==> config.mk <==
export PLATFORM = sky130hd
export DESIGN_NAME = bcr_regs
export DESIGN_NICKNAME = d
export VERILOG_FILES = /design/src/rtl/bcr_pkg.sv /design/src/rtl/bcr_regs.sv
export SDC_FILE = /design/constraint.sdc
export NUM_CORES = 1
export LEC_CHECK = 0
export BUFFER_PORTS_ARGS = -buffer_cell sky130_fd_sc_hd__buf_2
export CORE_ASPECT_RATIO = 1.2
export CORE_MARGIN = 3
export CORE_UTILIZATION = 42
export CTS_BUF_LIST = sky130_fd_sc_hd__clkbuf_16
export CTS_CLUSTER_DIAMETER = 150
export CTS_CLUSTER_SIZE = 8
export DETAILED_ROUTE_END_ITERATION = 8
export GPL_TIMING_DRIVEN = 0
export PLACE_DENSITY = 0.78
export SYNTH_ARGS = -nofsm -noshare
export SYNTH_HDL_FRONTEND = slang
export SYNTH_SLANG_ARGS = --single-unit
export TNS_END_PERCENT = 1
==> constraint.sdc <==
create_clock -name ref_clk -period 5 [get_ports ref_clk]
set_clock_uncertainty 0.1 [all_clocks]
set_input_delay 0.75 -clock ref_clk [delete_from_list [all_inputs] [get_ports ref_clk]]
set_output_delay 0.75 -clock ref_clk [all_outputs]
set_load 0.02 [all_outputs]
==> src/rtl/bcr_pkg.sv <==
// Constants, field layouts and carrier types of the buck control registers.
// Assumes a 100 MHz clock and 8-bit registers on a 32-bit Avalon-MM bus.
package bcr_pkg;

  // Register indices; the byte address is four times the index
  localparam logic [5:0] IDX_B1_DISCHARGE = 6'h35;
  localparam logic [5:0] IDX_B1_LIMIT     = 6'h36;
  localparam logic [5:0] IDX_B2_MODE      = 6'h37;
  localparam logic [5:0] IDX_B2_RUN       = 6'h38;
  localparam logic [5:0] IDX_B2_STBY      = 6'h39;
  localparam logic [5:0] IDX_B2_SLP       = 6'h3a;

  // Field positions and read masks
  localparam int B1_DIS_BIT    = 7;
  localparam int B1_TOFF_BIT   = 4;
  localparam int M_RUN_EN      = 0;
  localparam int M_STBY_EN     = 1;
  localparam int M_SLP_EN      = 2;
  localparam int M_LPWR        = 3;
  localparam int M_RAMP_SLOW   = 4;
  localparam int M_FCCM_DOWN   = 5;
  localparam int M_FIXED_PULSE = 6;
  localparam logic [7:0] B1_DIS_MASK   = 8'h80;
  localparam logic [7:0] B1_LIM_MASK   = 8'h13;
  localparam logic [7:0] B2_MODE_MASK  = 8'h7f;
  localparam logic [7:0] B2_VOLT_MASK  = 8'h3f;

  // Ramp step times
  localparam int CLK_NS       = 10;
  localparam int RAMP_FAST_NS = 2000;
  localparam int RAMP_SLOW_NS = 4000;
  localparam logic [8:0] RAMP_FAST_CYC = 9'(RAMP_FAST_NS / CLK_NS);
  localparam logic [8:0] RAMP_SLOW_CYC = 9'(RAMP_SLOW_NS / CLK_NS);

  typedef enum logic [1:0] {
    PM_RUN   = 2'b00,
    PM_STBY  = 2'b01,
    PM_SLEEP = 2'b11
  } bcr_pmode_e;

  typedef enum logic [1:0] {
    RAMP_IDLE = 2'b00,
    RAMP_UP   = 2'b01,
    RAMP_DOWN = 2'b11
  } bcr_ramp_e;

  typedef struct packed {
    logic       b1_discharge_disable;
    logic [1:0] b1_current_limit_sel;
    logic [5:0] b2_vcode;
    logic       b2_run_enable;
    logic       b2_ramp_slow;
    logic       b2_fuse_ramp_select;
  } bcr_fuse_s;

  typedef struct packed {
    logic       discharge_on;
    logic [3:0] current_limit;
    logic       toff_sel;
  } bcr_b1_drv_s;

  typedef struct packed {
    logic       enable;
    logic [5:0] vcode;
    logic       low_power;
    logic       fixed_pulse;
    logic       forced_conduction;
  } bcr_b2_drv_s;

  typedef struct packed {
    logic        loaded;
    logic        rvalid;
    logic [7:0]  rdata;
    logic [7:0]  b1_ctrl;
    logic [7:0]  b1_lim;
    logic [5:0]  b2_run;
    logic [5:0]  b2_stby;
    logic [5:0]  b2_slp;
    logic [6:0]  b2_mode;
    logic        fuse_ramp_sel;
    bcr_ramp_e   ramp;
    logic [8:0]  tick;
    logic [5:0]  vcode;
    bcr_b1_drv_s b1;
    bcr_b2_drv_s b2;
  } bcr_state_s;

  localparam bcr_state_s STATE_RESET = '0;

endpackage

==> src/rtl/bcr_regs.sv <==
// Control registers of two buck regulators and their drive to the analog side.
// Assumes fuse values and power mode are steady and synchronous to ref_clk.
//
// Notes on behaviour
// - Discharge resistor on while buck 1 off, unless bit 7 disables it.
// - Two-bit current limit code decodes into four levels, lowest at 00.
// - Buck 2 run code: six bits, every code accepted, bits 7:6 unused.
// - Separate standby voltage code; power-on value equals the run code.
// - Separate sleep voltage code; power-on value equals the run code.
// - Run enable loads from fuses; software may clear it to stop buck 2 in run mode.
// - Bit 1 enables buck 2 in standby; defaults to the fused run enable.
// - Bit 2 enables buck 2 in sleep; reset value is zero.
// - Bit 3 puts buck 2 into low power during standby or sleep.
// - Bit 4 picks ramp 2 us or 4 us per step; fuse select overrides it.
// - Bit 5 forces continuous conduction while the voltage ramps down.
// - Bit 6 forces fixed pulse-width operation regardless of load.
// - Fuse-loaded fields take fuse values at power-on, stay read/write.
// - Asynchronous-set fields are set by an event and stay read/write.
//
// Implementation choice: the Avalon-MM register port.
`timescale 1ns/1ns

module bcr_regs (
  input  wire logic                ref_clk,
  input  wire logic                reset,
  input  wire logic                ce,
  input  wire logic [7:0]          address,
  input  wire logic                read,
  input  wire logic                write,
  input  wire logic [31:0]         writedata,
  input  wire logic [3:0]          byteenable,
  output logic [31:0]              readdata,
  output logic                     waitrequest,
  input  wire bcr_pkg::bcr_fuse_s  fuse,
  input  wire bcr_pkg::bcr_pmode_e power_mode,
  input  wire logic                buck1_on,
  input  wire logic                sleep_enable_set,
  output bcr_pkg::bcr_b1_drv_s     buck1_drive,
  output bcr_pkg::bcr_b2_drv_s     buck2_drive
);

  bcr_pkg::bcr_state_s s;
  bcr_pkg::bcr_state_s next_s;
  logic [5:0]          target;
  logic                mode_en;
  logic [8:0]          period;

  ////////////////////////////////////////////////////////////////////////////
  // Helpers

  function automatic logic hit(input logic [7:0] a, input logic [5:0] idx);
    return a[7:2] == idx;
  endfunction

  function automatic logic [7:0] merge(input logic [7:0] old_v,
                                       input logic [7:0] wd,
                                       input logic [7:0] mask);
    return (old_v & ~mask) | (wd & mask);
  endfunction

  ////////////////////////////////////////////////////////////////////////////
  // Bus handshake: reads take one extra cycle, writes none

  assign waitrequest = !ce || !s.loaded || (read && !s.rvalid);
  assign readdata    = {24'h000000, s.rdata};
  assign buck1_drive = s.b1;
  assign buck2_drive = s.b2;

  ////////////////////////////////////////////////////////////////////////////
  // Mode selection of target code and enable

  always_comb begin
    unique case (power_mode)
      bcr_pkg::PM_RUN: begin
        target  = s.b2_run;
        mode_en = s.b2_mode[bcr_pkg::M_RUN_EN];
      end
      bcr_pkg::PM_STBY: begin
        target  = s.b2_stby;
        mode_en = s.b2_mode[bcr_pkg::M_STBY_EN];
      end
      default: begin
        target  = s.b2_slp;
        mode_en = s.b2_mode[bcr_pkg::M_SLP_EN];
      end
    endcase
    if (s.fuse_ramp_sel || !s.b2_mode[bcr_pkg::M_RAMP_SLOW]) begin
      period = bcr_pkg::RAMP_FAST_CYC;
    end else begin
      period = bcr_pkg::RAMP_SLOW_CYC;
    end
  end

  ////////////////////////////////////////////////////////////////////////////
  // Next state

  always_comb begin
    logic [7:0] wd;
    wd     = writedata[7:0];
    next_s = s;
    if (ce) begin
      next_s.rvalid = 1'b0;
      if (!s.loaded) begin
        next_s.loaded  = 1'b1;
        next_s.b1_ctrl = {fuse.b1_discharge_disable, 7'h00};
        next_s.b1_lim  = {6'h00, fuse.b1_current_limit_sel};
        next_s.b2_run  = fuse.b2_vcode;
        next_s.b2_stby = fuse.b2_vcode;
        next_s.b2_slp  = fuse.b2_vcode;
        next_s.vcode   = fuse.b2_vcode;
        next_s.b2_mode[bcr_pkg::M_RUN_EN]    = fuse.b2_run_enable;
        next_s.b2_mode[bcr_pkg::M_STBY_EN]   = fuse.b2_run_enable;
        next_s.b2_mode[bcr_pkg::M_RAMP_SLOW] = fuse.b2_ramp_slow;
        next_s.fuse_ramp_sel = fuse.b2_fuse_ramp_select;
      end else begin
        if (read && !s.rvalid) begin
          next_s.rvalid = 1'b1;
          next_s.rdata  = 8'h00;
          if (hit(address, bcr_pkg::IDX_B1_DISCHARGE)) begin
            next_s.rdata = s.b1_ctrl & bcr_pkg::B1_DIS_MASK;
          end
          if (hit(address, bcr_pkg::IDX_B1_LIMIT)) begin
            next_s.rdata = s.b1_lim & bcr_pkg::B1_LIM_MASK;
          end
          if (hit(address, bcr_pkg::IDX_B2_MODE)) begin
            next_s.rdata = {1'b0, s.b2_mode};
          end
          if (hit(address, bcr_pkg::IDX_B2_RUN)) begin
            next_s.rdata = {2'b00, s.b2_run};
          end
          if (hit(address, bcr_pkg::IDX_B2_STBY)) begin
            next_s.rdata = {2'b00, s.b2_stby};
          end
          if (hit(address, bcr_pkg::IDX_B2_SLP)) begin
            next_s.rdata = {2'b00, s.b2_slp};
          end
        end
        if (write && byteenable[0]) begin
          if (hit(address, bcr_pkg::IDX_B1_DISCHARGE)) begin
            next_s.b1_ctrl = merge(s.b1_ctrl, wd, bcr_pkg::B1_DIS_MASK);
          end
          if (hit(address, bcr_pkg::IDX_B1_LIMIT)) begin
            next_s.b1_lim = merge(s.b1_lim, wd, bcr_pkg::B1_LIM_MASK);
          end
          if (hit(address, bcr_pkg::IDX_B2_MODE)) begin
            next_s.b2_mode = wd[6:0];
          end
          if (hit(address, bcr_pkg::IDX_B2_RUN)) begin
            next_s.b2_run = wd[5:0];
          end
          if (hit(address, bcr_pkg::IDX_B2_STBY)) begin
            next_s.b2_stby = wd[5:0];
          end
          if (hit(address, bcr_pkg::IDX_B2_SLP)) begin
            next_s.b2_slp = wd[5:0];
          end
        end
        // Set event wins over a clearing write in the same cycle
        if (sleep_enable_set) begin
          next_s.b2_mode[bcr_pkg::M_SLP_EN] = 1'b1;
        end
        // One code step per period toward the active target
        unique case (s.ramp)
          bcr_pkg::RAMP_IDLE: begin
            next_s.tick = period - 9'h001;
            if (target > s.vcode) begin
              next_s.ramp = bcr_pkg::RAMP_UP;
            end else if (target < s.vcode) begin
              next_s.ramp = bcr_pkg::RAMP_DOWN;
            end
          end
          bcr_pkg::RAMP_UP, bcr_pkg::RAMP_DOWN: begin
            if (s.tick != 9'h000) begin
              next_s.tick = s.tick - 9'h001;
            end else begin
              next_s.tick = period - 9'h001;
              if (target > s.vcode) begin
                next_s.vcode = s.vcode + 6'h01;
              end else if (target < s.vcode) begin
                next_s.vcode = s.vcode - 6'h01;
              end
              if (target == s.vcode) begin
                next_s.ramp = bcr_pkg::RAMP_IDLE;
              end
            end
          end
          default: begin
            next_s.ramp = bcr_pkg::RAMP_IDLE;
          end
        endcase
      end
      // Analog drive, registered from current register contents
      next_s.b1.discharge_on = !s.b1_ctrl[bcr_pkg::B1_DIS_BIT]
                               && !buck1_on;
      next_s.b1.current_limit = 4'h1 << s.b1_lim[1:0];
      next_s.b1.toff_sel = s.b1_lim[bcr_pkg::B1_TOFF_BIT];
      next_s.b2.enable = s.loaded && mode_en;
      next_s.b2.vcode = s.vcode;
      next_s.b2.low_power = s.b2_mode[bcr_pkg::M_LPWR]
                            && power_mode != bcr_pkg::PM_RUN;
      next_s.b2.fixed_pulse = s.b2_mode[bcr_pkg::M_FIXED_PULSE];
      // Downward scaling is pending whenever the target lies below the code
      next_s.b2.forced_conduction = s.b2_mode[bcr_pkg::M_FCCM_DOWN]
                                    && target < s.vcode;
    end
  end

  always_ff @(posedge ref_clk) begin
    if (reset) begin
      s <= bcr_pkg::STATE_RESET;
    end else begin
      s <= next_s;
    end
  end
endmodule

### After elaboration in Yosys (flattened, before gate mapping)

Cells that the tools add are included.
W data, S select, Z words.

| operators by class | value |
|---|---|
| add/subtract/negate cells | 4 |
| equal/unequal tests | 23 |
| shift-type cells | 1 |
| multiplexer cells | 34 |
| reduce and logical (&&, ||, !) cells | 36 |
| order comparisons | 2 |
| bitwise operators | 3 |

Operators with widths:

| cell | count |
|---|---|
| $mux W8 | 8 |
| $mux W6 | 8 |
| $mux W41 | 1 |
| $eq A6 B6 Y1 const B | 6 |
| $mux W9 | 4 |
| $mux W34 | 1 |
| $reduce_and A3 Y1 | 8 |
| $pmux W9 S2 | 1 |
| $sub A9 B1 Y9 const B | 2 |
| $ne A2 B1 Y1 const B | 8 |
| $pmux W6 S2 | 1 |
| $reduce_and A4 Y1 | 3 |
| $mux W2 | 5 |
| $reduce_bool A9 Y1 | 1 |
| $or A7 B8 Y8 | 1 |
| $or A8 B5 Y8 | 1 |
| $reduce_bool A2 Y1 | 4 |
| $mux W7 | 1 |
| $add A6 B1 Y6 const B | 1 |
| $eq A6 B6 Y1 | 1 |
| $gt A6 B6 Y1 | 1 |
| $logic_and A1 B1 Y1 | 6 |
| $logic_not A1 Y1 | 6 |
| $lt A6 B6 Y1 | 1 |
| 16 further kinds | 23 |

| storage, ports and cells | value |
|---|---|
| output and inout bits | 49 |
| bits of input ports | 65 |
| register bits | 85 |
| logic and storage cells | 126 |

### Depth between registers and ports, before layout

| depth | value |
|---|---|
| depth after elaboration | 9 |
| gate-level depth with buffers | 14 |

### Worst setup path before layout

OpenSTA, ideal clock, no wires.

| path | value |
|---|---|
| path type | input-to-reg |
| from | input power_mode[0] |
| to | register s[21] (netlist bit) |
| path slack | 1.172 ns |
| required time | 4.826 ns |
| stages on the path | 14 |
| data arrival time | 3.654 ns |
| library setup time | 0.074 ns |
| path through | clkbuf_1 > mux2i_1 > o21ai_0 > ha_1 > and4_1 > and3_1 > buf_2 > o21bai_1 > ha_1 > a211oi_1 > o21bai_1 > a21oi_1 > xnor3_1 > a31oi_1 |

| between the ends | value |
|---|---|
| word-level cells in the longest chain between the ends | 7 |
| elaborated cells between the ends (all ways) | 11 |
| classes of those cells | order compare (2); eq/ne (2); mux (5); reduce/logical (2) |

Ends and longest elaborated chain:

| item | RTL line | text |
|---|---|---|
| from (decl) | bcr_regs.sv:35 | `input wire bcr_pkg::bcr_pmode_e power_mode,` |
| $eq A2 B1 Y1 / $logic_not A2 Y1 (equally long branches) | bcr_regs.sv:73 | `unique case (power_mode)` |
| $pmux W6 S2 (*) | bcr_regs.sv:73 |  |
| $gt A6 B6 Y1 | bcr_regs.sv:177 | `if (target > s.vcode) begin` |
| $mux W6 | bcr_regs.sv:177 |  |
| $mux W6 | bcr_regs.sv:173 | `if (s.tick != 9'h000) begin` |
| $mux W6 | bcr_regs.sv:163 | `unique case (s.ramp)` |
| $mux W6 | bcr_regs.sv:103 | `if (!s.loaded) begin` |
| to (signal assigned) | bcr_regs.sv:210 | `s <= bcr_pkg::STATE_RESET;` |
| to (signal assigned) | bcr_regs.sv:212 | `s <= next_s;` |
| to (decl) | bcr_regs.sv:42 | `bcr_pkg::bcr_state_s s;` |

Mark *: on every way between the ends. The rest lies on a longest branch, timed or not. The select of a mux whose other input is x is not followed.
A chain may end at the register's enable or synchronous reset.

### Final worst setup path

Ends and elaborated chain as after synthesis.

==> flow_summary.ini <==
[run_status]
status = finished, final reports clean

[sta]
clock.fmax_mhz = 238
slew_headroom_pct = 40.8
rsz0062_at_grt = false
timing.hold.ws_ns = 0.360
final-hold-violation-count = 0
setup_violations = 0
finalMaxSlewViolations = 0
fin_crit_ns = 4.19
setup_tns_ns = 0
finalCritPeriodShare_pct = 83.9
worstMarginPinSlew_ns = 0.883

[power]
power.share.clock_pct = 39.1
internal-power_uw = 1220
leakagePower_uw = 0.00230
pwr-share-comb_pct = 23.3
vdd_drop_max_v = 0.000131
cellPowerDensity_nw_per_um2 = 343
switching_share_pct = 29.8
power.share.sequential_pct = 37.6
power.switching_uw = 516

[min_path]
hp-class = reg -> reg

[floorplan]
die_height_um = 116
die_w_um = 97.5
io_pins = 114
rows = 39
coreArea_um2 = 9660
dieArea_um2 = 11300
start_util_pct = 43.7

[yosys]
synth-edff-count = 0
syn-cell-area_um2 = 4220
yosysMostFrequentCell = dfxtp_1
synthArstFlopShare_pct = 0
ys.flop_type = dfxtp_1
yosysTopAreaCellShare_pct = 34.6
synth.distinct_cells = 61
synthCells = 512
ys_ff_latch = 73
ys_warn_count = 0
yosys-top-cells-count = dfxtp_1 (73), nor2_1 (65), buf_4 (48), nand2_1 (47), mux2i_1 (39)
synth_top_cell_by_area = dfxtp_1
avgSynthCellArea_um2 = 8.25
synth_area_leaders = dfxtp_1 (35%), mux2i_1 (9.2%), buf_4 (8.5%)
synth_seq_area_share_pct = 34.6

[grt]
grt_overflow = 0
grt_usage_pct = 21.3
antenna_found_initial = 0
grt_pass1_wl_um = 18900
grt_start_max_net_pins = 13
grt_pass1_vias = 3847

[clock_tree]
postCtsSetupBuffers = 0
htreeDepth = 3
cts_hold_buf = 0
cts.reportedPaths.clkPinSlew_ns = 0.06
cts_made_buffers = 9
cts.path.max_buffers = 2
root_buffer = clkbuf_16
cts_tree = done
clk_latency_ns = 0.34
clock-sinks = 73
cts-resized-gates = 0

[finish]
final_area_um2 = 5060
fin_nets = 680
nFillCells = 922
multi_input_area_um2 = 2340
seq_area_um2 = 1460
areaGrowthSynthToFinish_pct = 19.8
drive_gt1_share_pct = 21.7
fin_util_pct = 52.4
diodes = 0

[placed_design]
dpl_cell_area_um2 = 4750
port_buffers = 57
hpwl_um = 9400
gp_congestion = 0.930

[critical_path]
path_max_fanout = 8
end_kind = flop
crit_arrival_ns = 4.36
start_kind = input pin
worstPathRequired_ns = 5.16
criticalPathCategory = in -> reg

[detailed_routing]
ant_nets = 0
drt_wl_total_um = 12200
drcViolationCount = 0
vias = 4010
drtPass1Iterations = 5
drt-initial-drc-count = 322
vias_per_cell = 5.49
wl_per_cell_um = 16.7

[run]
drv_cap = 0
-- per-stage QoR --
stage | worst slack, ns | std cells | total power [µW]
floorplan | 1.17 | 535 | 959
global placement | 0.611 | 715 | 1040
detailed placement | 0.529 | 715 | 1060
CTS | 0.839 | 731 | 1730
global route | 0.532 | 731 | 1810
finish | 0.805 | 731 | 1730
-- metal layers --
metal	vias to the layer above	part of all wire, %	routed length, µm	GRT usage [%]
met5	-	0	0	0
met1	1873	40	4830	24.6
met2	166	49	6020	37.2
met3	44	6.7	814	3.49
met4	0	4.5	553	13.0
li1	1927	-	-	-
-- worst max-delay path, stage by stage --
cell,delay (ns)
clkbuf_1,0.51
mux2i_1,0.18
o21ai_0,0.34
ha_1,0.30
and4_1,0.21
a21boi_0,0.14
o21bai_1,0.52
ha_1,0.37
a211oi_1,0.32
o21bai_1,0.15
a21oi_1,0.18
xnor3_1,0.24
a31oi_1,0.16
-- sequential cells by signal, indices dropped and copies added, names as in the netlist --
signal	cells
buck1_drive	6
buck2_drive	10
readdata	8
s	49
-- worst paths after layout --
check | start | to | slack, ns | depth (start not counted)
max | power_mode[0] | s[21] | 0.81 | 13
min | readdata[7] | readdata[7] | 0.36 | 2
max reg2reg | s[49] | s[21] | 1.43 | 12
min reg2reg | readdata[7] | readdata[7] | 0.36 | 2
-- power by group through the flow --
stage          Combinational (µW)  Clock (µW)  Sequential (µW)
2_1_floorplan                 306           0              652
3_3_place_gp                  381           0              661
3_5_place_dp                  395           0              663
4_1_cts                       399         682              650
5_1_grt                       444         708              655
6_report                      404         679              651
-- layout make-up --
class / instances / share of cell area, %
clock inverter: 7 / 1.71
timing repair buffer: 57 / 5.64
sequential: 73 / 28.9
buffer: 71 / 8.93
inverter: 15 / 1.11
multi-input combinational: 376 / 46.2
tap: 123 / 3.04
clock buffer: 9 / 4.45
-- cells in the final DEF, fill, tap and decap left out, types with 3 or more instances in the layout --
master	netlist	routed
clkinv_1	3	3
xnor2_1	3	3
nor4_1	3	3
and3_1	3	3
a22o_1	4	4
clkbuf_1	17	17
nand4_1	6	6
a21o_1	7	7
dfxtp_1	73	73
a21oi_1	38	38
buf_4	48	48
nor2_1	65	65
o21ai_0	19	19
a311oi_1	4	4
conb_1	1	24
a211oi_1	8	8
nor2b_1	4	4
inv_1	12	13
o211ai_1	4	4
nand3_1	16	16
a31oi_1	5	5
buf_2	4	61
o22ai_1	3	3
clkbuf_16	0	9
a221oi_1	3	3
nor3_1	13	13
ha_1	11	11
nand2_1	47	47
clkinv_2	0	3
xor2_1	3	3
mux2i_1	39	39
nand2b_1	7	7
-- logic make-up (layout without fill, tap and decap cells) --
family,count (synthesis),in the layout,synth area share [%]
AOI/OAI and AO/OA,118,118,18.8
xor gates and xnor gates,7,7,1.78
adders and majority gates,12,12,3.73
buffers and inverters,86,159,12.0
DFF,73,73,34.6
muxes,40,40,9.51
other,1,24,0.0888
and+or+nand+nor,175,175,19.4
Power figures use the tool's default switching activity.
